--- src/cilg_pkg.sv ---
package cilg_pkg;
  // Register offsets
  localparam logic [3:0] OFS_SELECT  = 4'h0;
  localparam logic [3:0] OFS_GLOBAL  = 4'h1;
  localparam logic [3:0] OFS_AXIS    = 4'h2;
  localparam logic [3:0] OFS_PLUS    = 4'h3;
  localparam logic [3:0] OFS_MINUS   = 4'h4;
  localparam logic [3:0] OFS_DIRECT  = 4'h5;
  localparam logic [3:0] OFS_JOG_LO  = 4'h6;
  localparam logic [3:0] OFS_JOG_HI  = 4'h7;
  localparam logic [3:0] OFS_ALLLOCK = 4'h8;
  localparam logic [3:0] OFS_AXLOCK  = 4'h9;
  localparam logic [3:0] OFS_STATUS  = 4'ha;
  localparam logic [3:0] OFS_IRQ_ST  = 4'hb;
  localparam logic [3:0] OFS_IRQ_MSK = 4'hc;
  localparam logic [3:0] OFS_RATE_LO = 4'hd;
  localparam logic [3:0] OFS_RATE_HI = 4'he;
  // Field positions
  localparam int SEL_GLOBAL_BIT = 0;
  localparam int SEL_AXIS_BIT   = 2;
  localparam int SEL_DIR_BIT    = 3;
  localparam int GLOBAL_BIT     = 0;
  localparam int ALLLOCK_BIT    = 1;
  localparam int DIRECT_LO      = 2;
  localparam int NUM_HOLD_AXES  = 4;
  localparam int NUM_LOCK_AXES  = 8;
  // Reset values: every hold inactive
  localparam logic [7:0] RST_ZERO  = 8'h00;
  localparam logic [7:0] RST_ONES  = 8'hff;
  localparam logic [15:0] JOG_ZERO_ONES  = 16'hffff;
  localparam logic [15:0] JOG_ZERO_ZEROS = 16'h0000;
  // Interrupt bits
  localparam int IRQ_HOLD_BIT = 0;
  localparam int IRQ_JOG0_BIT = 1;
  localparam int IRQ_FRZ_BIT  = 2;
endpackage

--- src/cilg_gate.sv ---
`timescale 1ns/1ps
`default_nettype none
module cilg_gate
  import cilg_pkg::*;
(
  // Clock and reset
  input  wire logic       CORE_CLK,
  input  wire logic       SYS_RST,
  // Register port
  input  wire logic [3:0] REG_ADDR,
  input  wire logic [7:0] REG_WDATA,
  input  wire logic       REG_WR,
  input  wire logic       REG_RD,
  output logic      [7:0] REG_RDATA,
  // Direct input pins and variant strap
  input  wire logic [7:0] DIRECT_PINS,
  input  wire logic       LATHE_VARIANT,
  input  wire logic       MANUAL_MODE,
  // Motion side
  output logic      [3:0] AXIS_PLUS_OK,
  output logic      [3:0] AXIS_MINUS_OK,
  output logic      [7:0] AXIS_COORD_UPDATE_OK,
  output logic     [15:0] JOG_RATE,
  output logic            HOLD_DIAG,
  // Interrupt
  output logic            IRQ
);
  logic [7:0]  select_ff, global_ff, axis_ff, plus_ff, minus_ff;
  logic [7:0]  jog_lo_ff, jog_hi_ff, alllock_ff, axlock_ff;
  logic [7:0]  direct_s1_ff, direct_s2_ff;
  logic        lathe_s1_ff, lathe_s2_ff, manual_s1_ff, manual_s2_ff;
  logic [7:0]  irq_st_ff, irq_msk_ff;
  logic [3:0]  nxt_plus_ok, nxt_minus_ok;
  logic [7:0]  nxt_coord_ok;
  logic [15:0] nxt_rate;
  logic        nxt_hold;
  logic [15:0] jog_word;
  logic [7:0]  nxt_rdata;
  logic [2:0]  evt;
  logic        hold_d_ff, jog0_d_ff, frz_d_ff;

  // Pins are asynchronous: two flops before any use
  always_ff @(posedge CORE_CLK) begin
    direct_s1_ff <= DIRECT_PINS;
    direct_s2_ff <= direct_s1_ff;
    lathe_s1_ff  <= LATHE_VARIANT;
    lathe_s2_ff  <= lathe_s1_ff;
    manual_s1_ff <= MANUAL_MODE;
    manual_s2_ff <= manual_s1_ff;
  end

  // Register writes; reset leaves every hold inactive
  always_ff @(posedge CORE_CLK) begin
    if (SYS_RST) begin
      select_ff  <= RST_ZERO;
      global_ff  <= RST_ONES;
      axis_ff    <= RST_ONES;
      plus_ff    <= RST_ZERO;
      minus_ff   <= RST_ZERO;
      jog_lo_ff  <= RST_ONES;
      jog_hi_ff  <= RST_ONES;
      alllock_ff <= RST_ZERO;
      axlock_ff  <= RST_ZERO;
      irq_msk_ff <= RST_ZERO;
    end else if (REG_WR) begin
      if (REG_ADDR == OFS_SELECT) select_ff <= REG_WDATA;
      else if (REG_ADDR == OFS_GLOBAL) global_ff <= REG_WDATA;
      else if (REG_ADDR == OFS_AXIS) axis_ff <= REG_WDATA;
      else if (REG_ADDR == OFS_PLUS) plus_ff <= REG_WDATA;
      else if (REG_ADDR == OFS_MINUS) minus_ff <= REG_WDATA;
      else if (REG_ADDR == OFS_JOG_LO) jog_lo_ff <= REG_WDATA;
      else if (REG_ADDR == OFS_JOG_HI) jog_hi_ff <= REG_WDATA;
      else if (REG_ADDR == OFS_ALLLOCK) alllock_ff <= REG_WDATA;
      else if (REG_ADDR == OFS_AXLOCK) axlock_ff <= REG_WDATA;
      else if (REG_ADDR == OFS_IRQ_MSK) irq_msk_ff <= REG_WDATA;
    end
  end

  // Low byte first, bit 0 of low byte is the LSB
  assign jog_word = {jog_hi_ff, jog_lo_ff};

  // Hold and freeze evaluation; unused inputs rely on inactive levels
  always_comb begin
    logic g_hold;
    logic lathe_dir;
    g_hold    = 1'b0;
    lathe_dir = 1'b0;
    nxt_hold  = 1'b0;
    // Select bits are active low: a cleared bit honours its group
    g_hold = !select_ff[SEL_GLOBAL_BIT] && !global_ff[GLOBAL_BIT];
    lathe_dir = lathe_s2_ff && manual_s2_ff;
    for (int a = 0; a < NUM_HOLD_AXES; a++) begin
      logic ax_hold, p_hold, m_hold;
      ax_hold = 1'b0;
      p_hold  = 1'b0;
      m_hold  = 1'b0;
      ax_hold = !select_ff[SEL_AXIS_BIT] && !axis_ff[a];
      if (!select_ff[SEL_DIR_BIT]) begin
        if (lathe_s2_ff) begin
          // Lathe: axes one and two only, from direct pins
          if (a < 2 && lathe_dir) begin
            p_hold = direct_s2_ff[DIRECT_LO + 2*a];
            m_hold = direct_s2_ff[DIRECT_LO + 2*a + 1];
          end
        end else begin
          p_hold = plus_ff[a];
          m_hold = minus_ff[a];
        end
      end
      nxt_plus_ok[a]  = !(g_hold || ax_hold || p_hold);
      nxt_minus_ok[a] = !(g_hold || ax_hold || m_hold);
      nxt_hold = nxt_hold || g_hold || ax_hold || p_hold || m_hold;
    end
    for (int n = 0; n < NUM_LOCK_AXES; n++) begin
      // Freeze is active high
      nxt_coord_ok[n] = !(alllock_ff[ALLLOCK_BIT] || axlock_ff[n]);
    end
  end

  // Inverted word, 0.01 percent per step; both extremes mean zero
  always_comb begin
    if (jog_word == JOG_ZERO_ONES || jog_word == JOG_ZERO_ZEROS) begin
      nxt_rate = JOG_ZERO_ZEROS;
    end else begin
      nxt_rate = ~jog_word;
    end
  end

  // Registered motion-side outputs
  always_ff @(posedge CORE_CLK) begin
    if (SYS_RST) begin
      AXIS_PLUS_OK         <= 4'hf;
      AXIS_MINUS_OK        <= 4'hf;
      AXIS_COORD_UPDATE_OK <= 8'hff;
      JOG_RATE             <= JOG_ZERO_ZEROS;
      HOLD_DIAG            <= 1'b0;
    end else begin
      AXIS_PLUS_OK         <= nxt_plus_ok;
      AXIS_MINUS_OK        <= nxt_minus_ok;
      AXIS_COORD_UPDATE_OK <= nxt_coord_ok;
      JOG_RATE             <= nxt_rate;
      HOLD_DIAG            <= nxt_hold;
    end
  end

  // Rising-edge events: hold, zero jog rate, any freeze
  always_ff @(posedge CORE_CLK) begin
    if (SYS_RST) begin
      hold_d_ff <= 1'b0;
      jog0_d_ff <= 1'b1; // Rate is zero after reset: no false event
      frz_d_ff  <= 1'b0;
    end else begin
      hold_d_ff <= nxt_hold;
      jog0_d_ff <= (nxt_rate == JOG_ZERO_ZEROS);
      frz_d_ff  <= !(&nxt_coord_ok);
    end
  end
  assign evt = {!(&nxt_coord_ok) && !frz_d_ff,
                (nxt_rate == JOG_ZERO_ZEROS) && !jog0_d_ff,
                nxt_hold && !hold_d_ff};

  // Sticky status, write one to clear; a new event wins over the clear
  always_ff @(posedge CORE_CLK) begin
    if (SYS_RST) begin
      irq_st_ff <= RST_ZERO;
    end else begin
      logic [7:0] clr;
      clr = (REG_WR && REG_ADDR == OFS_IRQ_ST) ? REG_WDATA : RST_ZERO;
      irq_st_ff <= (irq_st_ff & ~clr) | {5'h00, evt};
    end
  end
  assign IRQ = |(irq_st_ff & irq_msk_ff);

  // Read decode
  always_comb begin
    if (REG_ADDR == OFS_SELECT) nxt_rdata = select_ff;
    else if (REG_ADDR == OFS_GLOBAL) nxt_rdata = global_ff;
    else if (REG_ADDR == OFS_AXIS) nxt_rdata = axis_ff;
    else if (REG_ADDR == OFS_PLUS) nxt_rdata = plus_ff;
    else if (REG_ADDR == OFS_MINUS) nxt_rdata = minus_ff;
    else if (REG_ADDR == OFS_DIRECT) nxt_rdata = direct_s2_ff;
    else if (REG_ADDR == OFS_JOG_LO) nxt_rdata = jog_lo_ff;
    else if (REG_ADDR == OFS_JOG_HI) nxt_rdata = jog_hi_ff;
    else if (REG_ADDR == OFS_ALLLOCK) nxt_rdata = alllock_ff;
    else if (REG_ADDR == OFS_AXLOCK) nxt_rdata = axlock_ff;
    else if (REG_ADDR == OFS_STATUS) nxt_rdata = {7'h00, HOLD_DIAG};
    else if (REG_ADDR == OFS_IRQ_ST) nxt_rdata = irq_st_ff;
    else if (REG_ADDR == OFS_IRQ_MSK) nxt_rdata = irq_msk_ff;
    else if (REG_ADDR == OFS_RATE_LO) nxt_rdata = JOG_RATE[7:0];
    else if (REG_ADDR == OFS_RATE_HI) nxt_rdata = JOG_RATE[15:8];
    else nxt_rdata = RST_ZERO;
  end

  // Read data valid only the cycle after the strobe
  always_ff @(posedge CORE_CLK) begin
    if (SYS_RST) REG_RDATA <= RST_ZERO;
    else REG_RDATA <= REG_RD ? nxt_rdata : RST_ZERO;
  end
endmodule
`default_nettype wire

--- config.mk ---
export PLATFORM = sky130hd
export DESIGN_NAME = cilg_gate
export DESIGN_NICKNAME = d
export VERILOG_FILES = /design/src/cilg_pkg.sv /design/src/cilg_gate.sv
export SDC_FILE = /design/constraint.sdc
export NUM_CORES = 1
export LEC_CHECK = 0
export BUFFER_PORTS_ARGS = -buffer_cell sky130_fd_sc_hd__buf_2
export CAP_MARGIN = 30
export CORE_AREA = 2 2 123 125
export DETAILED_ROUTE_END_ITERATION = 7
export DIE_AREA = 0 0 125 127
export SLEW_MARGIN = 20
export SYNTH_ARGS = -nofsm -noshare
export SYNTH_HDL_FRONTEND = slang
export SYNTH_SLANG_ARGS = --single-unit
--- constraint.sdc ---
create_clock -name CORE_CLK -period 1.7 [get_ports CORE_CLK]
set_input_delay 0.17 -clock CORE_CLK [delete_from_list [all_inputs] [get_ports CORE_CLK]]
set_output_delay 0.17 -clock CORE_CLK [all_outputs]
set_load 0.02 [all_outputs]
Word-level counts from Yosys, hierarchy flattened
Index checks and enable logic that the tools add are counted.
{ "totals": {"ff_bits": 151, "output_inout_bits": 42} }
{ "classes": {"n_mux": 37, "eq_ne": 15, "n_bitwise": 15, "reduce_logical": 87} }
{ "op_table": {"columns": ["operator", "count"], "rows": [
  ["$mux 8", 16],
  ["$logic_or 1x1->1", 34],
  ["$logic_not 16->1", 2],
  ["$eq 4x4->1 const B", 7],
  ["$logic_not 1->1", 27],
  ["$mux 1", 20],
  ["$and 8x8->8", 2],
  ["$eq 16x16->1 const B", 1],
  ["$eq 4x3->1 const B", 4],
  ["$mux 16", 1],
  ["$not 16->16", 1],
  ["$reduce_and 8->1", 2],
  ["$reduce_and 11->1", 1],
  ["$logic_and 1x1->1", 10],
  ["$not 1->1", 10],
  ["$reduce_and 10->1", 1],
  ["$reduce_and 9->1", 1],
  ["$eq 4x2->1 const B", 2],
  ["$not 8->8", 1],
  ["$or 8x3->8", 1],
  ["$reduce_or 8->1", 1],
  ["$reduce_and 7->1", 1],
  ["$reduce_and 6->1", 1],
  ["$reduce_and 5->1", 1],
  ["6 further kinds", 6]
]} }

Depth between registers and ports, before layout
{ "depth": {"word_depth": 20, "ltp_mapped": 8, "mapped_depth_nobuf": 5} }

Worst setup path after synthesis
OpenSTA, ideal clock, no wires.
{ "synth_path": {"path_kind": "input port to flip-flop", "start": "input port REG_ADDR[1]", "end": "register REG_RDATA[3]", "setup_slack_ns": 0.263, "setup_time_ns": 0.150, "path_buffers": 2, "stages": 7, "t_arrival_ns": 1.287, "path_cell_list": "buf_6 > nor2b_4 > buf_4 > a221oi_1 > o22ai_1 > a311oi_1 > a2111oi_2"} }
{ "synth_via": {"elab_chain_cells": 16, "elab_cells_between_ends": 30, "classes_between": "eq/ne (14); mux (15); reduce/logical (1)"} }
{ "synth_rtl": {"columns": ["item", "line", "text"], "rows": [
  ["from (decl)", "cilg_gate.sv:10", "input wire logic [3:0] REG_ADDR,"],
  ["$eq 4x4->1", "cilg_gate.sv:190", "else if (REG_ADDR == OFS_RATE_HI) nxt_rdata = JOG_RATE[15:8];"],
  ["$mux 8", "cilg_gate.sv:190", null],
  ["$mux 8", "cilg_gate.sv:189", "else if (REG_ADDR == OFS_RATE_LO) nxt_rdata = JOG_RATE[7:0];"],
  ["$mux 8", "cilg_gate.sv:188", "else if (REG_ADDR == OFS_IRQ_MSK) nxt_rdata = irq_msk_ff;"],
  ["$mux 8", "cilg_gate.sv:187", "else if (REG_ADDR == OFS_IRQ_ST) nxt_rdata = irq_st_ff;"],
  ["$mux 8", "cilg_gate.sv:186", "else if (REG_ADDR == OFS_STATUS) nxt_rdata = {7'h00, HOLD_DIAG};"],
  ["$mux 8", "cilg_gate.sv:185", "else if (REG_ADDR == OFS_AXLOCK) nxt_rdata = axlock_ff;"],
  ["$mux 8", "cilg_gate.sv:184", "else if (REG_ADDR == OFS_ALLLOCK) nxt_rdata = alllock_ff;"],
  ["$mux 8", "cilg_gate.sv:183", "else if (REG_ADDR == OFS_JOG_HI) nxt_rdata = jog_hi_ff;"],
  ["$mux 8", "cilg_gate.sv:182", "else if (REG_ADDR == OFS_JOG_LO) nxt_rdata = jog_lo_ff;"],
  ["$mux 8", "cilg_gate.sv:181", "else if (REG_ADDR == OFS_DIRECT) nxt_rdata = direct_s2_ff;"],
  ["$mux 8", "cilg_gate.sv:180", "else if (REG_ADDR == OFS_MINUS) nxt_rdata = minus_ff;"],
  ["$mux 8", "cilg_gate.sv:179", "else if (REG_ADDR == OFS_PLUS) nxt_rdata = plus_ff;"],
  ["$mux 8", "cilg_gate.sv:178", "else if (REG_ADDR == OFS_AXIS) nxt_rdata = axis_ff;"],
  ["$mux 8", "cilg_gate.sv:177", "else if (REG_ADDR == OFS_GLOBAL) nxt_rdata = global_ff;"],
  ["$mux 8 (*)", "cilg_gate.sv:176", "if (REG_ADDR == OFS_SELECT) nxt_rdata = select_ff;"],
  ["to (signal assigned)", "cilg_gate.sv:197", "else REG_RDATA <= REG_RD ? nxt_rdata : RST_ZERO;"],
  ["to (decl)", "cilg_gate.sv:14", "output logic [7:0] REG_RDATA,"]
]} }
Every way passes the cells marked *; elsewhere a longest branch is shown, timed or not.
A chain may end at the register's enable or synchronous reset.

Worst setup path after layout
{ "layout_path": {"start": "register jog_hi_ff[6]", "end": "register JOG_RATE[11]"} }
{ "layout_via": {"elab_chain_cells": 3, "elab_cells_between_ends": 4, "classes_between": "eq/ne (1); mux (1); reduce/logical (2)"} }
{ "layout_rtl": {"columns": ["item", "line", "text"], "rows": [
  ["from (decl)", "cilg_gate.sv:29", "logic [7:0] jog_lo_ff, jog_hi_ff, alllock_ff, axlock_ff;"],
  ["from (signal assigned)", "cilg_gate.sv:61", "jog_hi_ff <= RST_ONES;"],
  ["from (signal assigned)", "cilg_gate.sv:72", "else if (REG_ADDR == OFS_JOG_HI) jog_hi_ff <= REG_WDATA;"],
  ["$eq 16x16->1 / $logic_not 16->1 (equally long branches)", "cilg_gate.sv:122", "if (jog_word == JOG_ZERO_ONES || jog_word == JOG_ZERO_ZEROS) begin"],
  ["$logic_or 1x1->1 (*)", "cilg_gate.sv:122", null],
  ["$mux 16 (*)", "cilg_gate.sv:122", null],
  ["to (signal assigned)", "cilg_gate.sv:141", "JOG_RATE <= nxt_rate;"],
  ["to (decl)", "cilg_gate.sv:23", "output logic [15:0] JOG_RATE,"]
]} }
Marked as above.

==> flow_summary.toml <==
[layout]
num-fill-cells = 1327
areaGrowthSynthToFinish_pct = 26.6
ff_latch_area_um2 = 3020
finalInstanceArea_um2 = 7900
antenna_cells = 0
multiInputGateArea_um2 = 2920
largest_register_ffs = 16
largest-register = "JOG_RATE"
drive_gt1_share_pct = 24.2
nets = 851

[routing]
drtAntennaViolNets = 0
routed_wirelength_mm = 21.4
wl_met1_mm = 9.80
drcViolationCount = 0
wl_met2_mm = 9.79
routedWlPerCell_um = 20.9
routed_via_density = 5.65
drtPass1Iterations = 6
highest_layer = "met4"
vias = 5770
met3_length_mm = 1.34
drtIter0Drc = 659

[logic_synthesis]
ys.flop_type = "dfxtp_1"
synth_cells = 697
synth_common_cells = "151 x dfxtp_1, 100 x nand2_1, 74 x nor2_1, 58 x mux2i_1, 44 x nand3_1"
netlist_area_um2 = 6240
synth_fa_ha_area_share_pct = 0
ys_warn_count = 0
synth_top_family_by_area = "simple AND/OR/NAND/NOR gates"
synth-compound-area-share_pct = 15.2
synth_seq_area_share_pct = 48.5
synth.most_common_cell = "dfxtp_1"
ys_types = 64
synth_edf_count = 0
synthMuxAreaShare_pct = 10.0
synthXorXnorAreaFrac_pct = 0
synth_area_leaders = "dfxtp_1 48%, mux2i_1 9.3%, nand2_1 6.0%"
synth-simple-area-share_pct = 21.6
async_flop_share_pct = 0
syn_area_per_cell_um2 = 8.95
yosysTopAreaCell = "dfxtp_1"
yosysTopAreaCellShare_pct = 48.5
syn-num-nets = 723
synth_seq_cells = 151

[sta]
worst_slack_ns = 0.122
timing.hold.ws_ns = 0.0995
setup_viol_count_final = 0
rsz0062_at_grt = "false"
fin_crit_sh_pct = 92.8
maxSlewViolCount = 0
tightest_slew_ns = 0.545
hold_violations = 0
period_needed_ns = 1.58
relSlewSlack_pct = 63.6
fmax_mhz = 634
clock_skew_ns = 0.00963

[floorplanning]
die_height_um = 127
rows = 44
placeableCoreArea_um2 = 14400
initial_core_util_pct = 43.2
die_w_um = 125
dieArea_um2 = 15900
io_pins = 68

[critical_path]
rrSetupSlack_ns = 0.12
path_cells = "nor4_1, and4_1, nor2_1, nand2_1, buf_12, nor2_1"
crit_required_ns = 2.06
r2r_end = "JOG_RATE[11]"
critical_path.startpoint_type = "flip-flop"
cp_top_family = "simple AND/OR/NAND/NOR gates"
crit_top_cell = "nor2_1"
worstSetupStartpoint = "jog_hi_ff[6]"
cp-endpoint = "JOG_RATE[11]"
slowest_delay_ns = 0.47
cp.depth = 6
worst-path-buf-inv = 1
critPathKind = "flip-flop to flip-flop"
reg2reg_depth = 6
reg2reg_from = "jog_hi_ff[6]"
cp_max_fo = 14
endpoint_kind = "flip-flop"
critPathArrivalTime_ns = 1.94
slowest_stage = "dfxtp_1"

[power_and_ir_drop]
switching_share_pct = 26.3
p_switching_uw = 2190
p_per_area_nw_per_um2 = 1060
leakagePower_uw = 0.00350
power_uw = 8330
power_frac_clock_pct = 45.6
power_frac_comb_pct = 9.8
p_int_uw = 6140
pwr-share-seq_pct = 44.6
vdd_drop_max_mv = 0.790

[min_path]
holdPathStages = 2
min_from = "REG_ADDR[3]"
hold_path.class = "input pin to flip-flop"

[clocking]
clkLatencyLatePin_ns = 0.44
cts_buffers = 17
root_buffer = "clkbuf_16"
cts_sinks = 151
h-tree-depth = 4
cts_buffer_depth = 2
cts_tree = "yes"
clkTransAtPathRegs_ns = 0.06

[placement]
dpl.hpwl_mm = 15.5
pre_cts_slack_ns = -0.0684
place_area_um2 = 7190
io_buffer_count = 67
gp_congestion = 0.949

[global_routing]
antenna_found_initial = 0
grt_pass1_wl_mm = 32.5
grt_pass1_vias = 5508
grt_overflow = 0
grt_max_degree = 40
grt_use_total_pct = 27.0

[flow_run]
cap_violations = 0

[outcome]
outcome = "finished, final reports clean"
what timing repair did:
action	CTS	global route
setup buffers	0	0
gates resized for setup	0	1
endpoints found under the setup margin	0	1
hold endpoints to repair	10	0
hold buffers	10	0
through the flow:
stage / std cells / TNS [ns] / utilization (%)
floorplan: 697 / 0 / -
global placement: 980 / -0.107 / 49.9
detailed placement: 980 / -0.237 / 49.9
CTS: 1022 / 0 / 54.7
global route: 1022 / 0 / 54.7
finish: 1022 / 0 / 54.7
kinds of logic after synthesis:
group,count (synthesis)
AO/OA/AOI/OAI,148
multiplexers,61
AND/OR/NAND/NOR,281
flip-flops,151
buffers and inverters,56
power by group through the flow:
| stage | combinational [µW] | sequential [µW] | clock (µW) |
|---|---|---|---|
| 5_1_grt | 871 | 3720 | 4010 |
| 3_5_place_dp | 789 | 3790 | 0 |
| 3_3_place_gp | 785 | 3790 | 0 |
| 4_1_cts | 810 | 3710 | 3850 |
| 2_1_floorplan | 444 | 3790 | 0 |
| 6_report | 819 | 3710 | 3800 |
layer usage:
metal | vias to the layer above | track usage [%]
met5 | - | 0
met4 | 0 | 8.69
met3 | 35 | 5.70
met2 | 227 | 42.9
met1 | 2771 | 37.1
li1 | 2737 | -
how the worst min path moves through the flow:
stage | slack [ns] | endpoint
3_5_place_dp | 0.27 | direct_s1_ff[0]
4_1_cts | 0.08 | REG_RDATA[5]
5_1_grt | 0.11 | REG_RDATA[5]
2_1_floorplan | 0.20 | direct_s1_ff[0]
3_3_place_gp | 0.27 | direct_s1_ff[6]
6_report | 0.1 | REG_RDATA[5]
cell usage in the layout (no fill, tap or decap), drive strengths merged, types with 10 or more instances in the layout:
cell type / instances
nand3: 45
inv: 14
mux2i: 58
nand2: 102
dfxtp: 151
buf: 148
clkbuf: 20
a21oi: 39
a22oi: 11
dlygate4sd3: 10
o21ai: 42
nor2: 78
area by class of cell:
| cell class | count | area share, % |
|---|---|---|
| Sequential cell | 151 | 38.3 |
| Multi-Input combinational cell | 490 | 37.0 |
| Timing Repair Buffer | 158 | 13.9 |
| Clock buffer | 20 | 5.91 |
| Tap cell | 184 | 2.92 |
| Clock inverter | 12 | 1.68 |
| Inverter | 7 | 0.333 |
No activity file was read; power rests on OpenSTA's default activity.
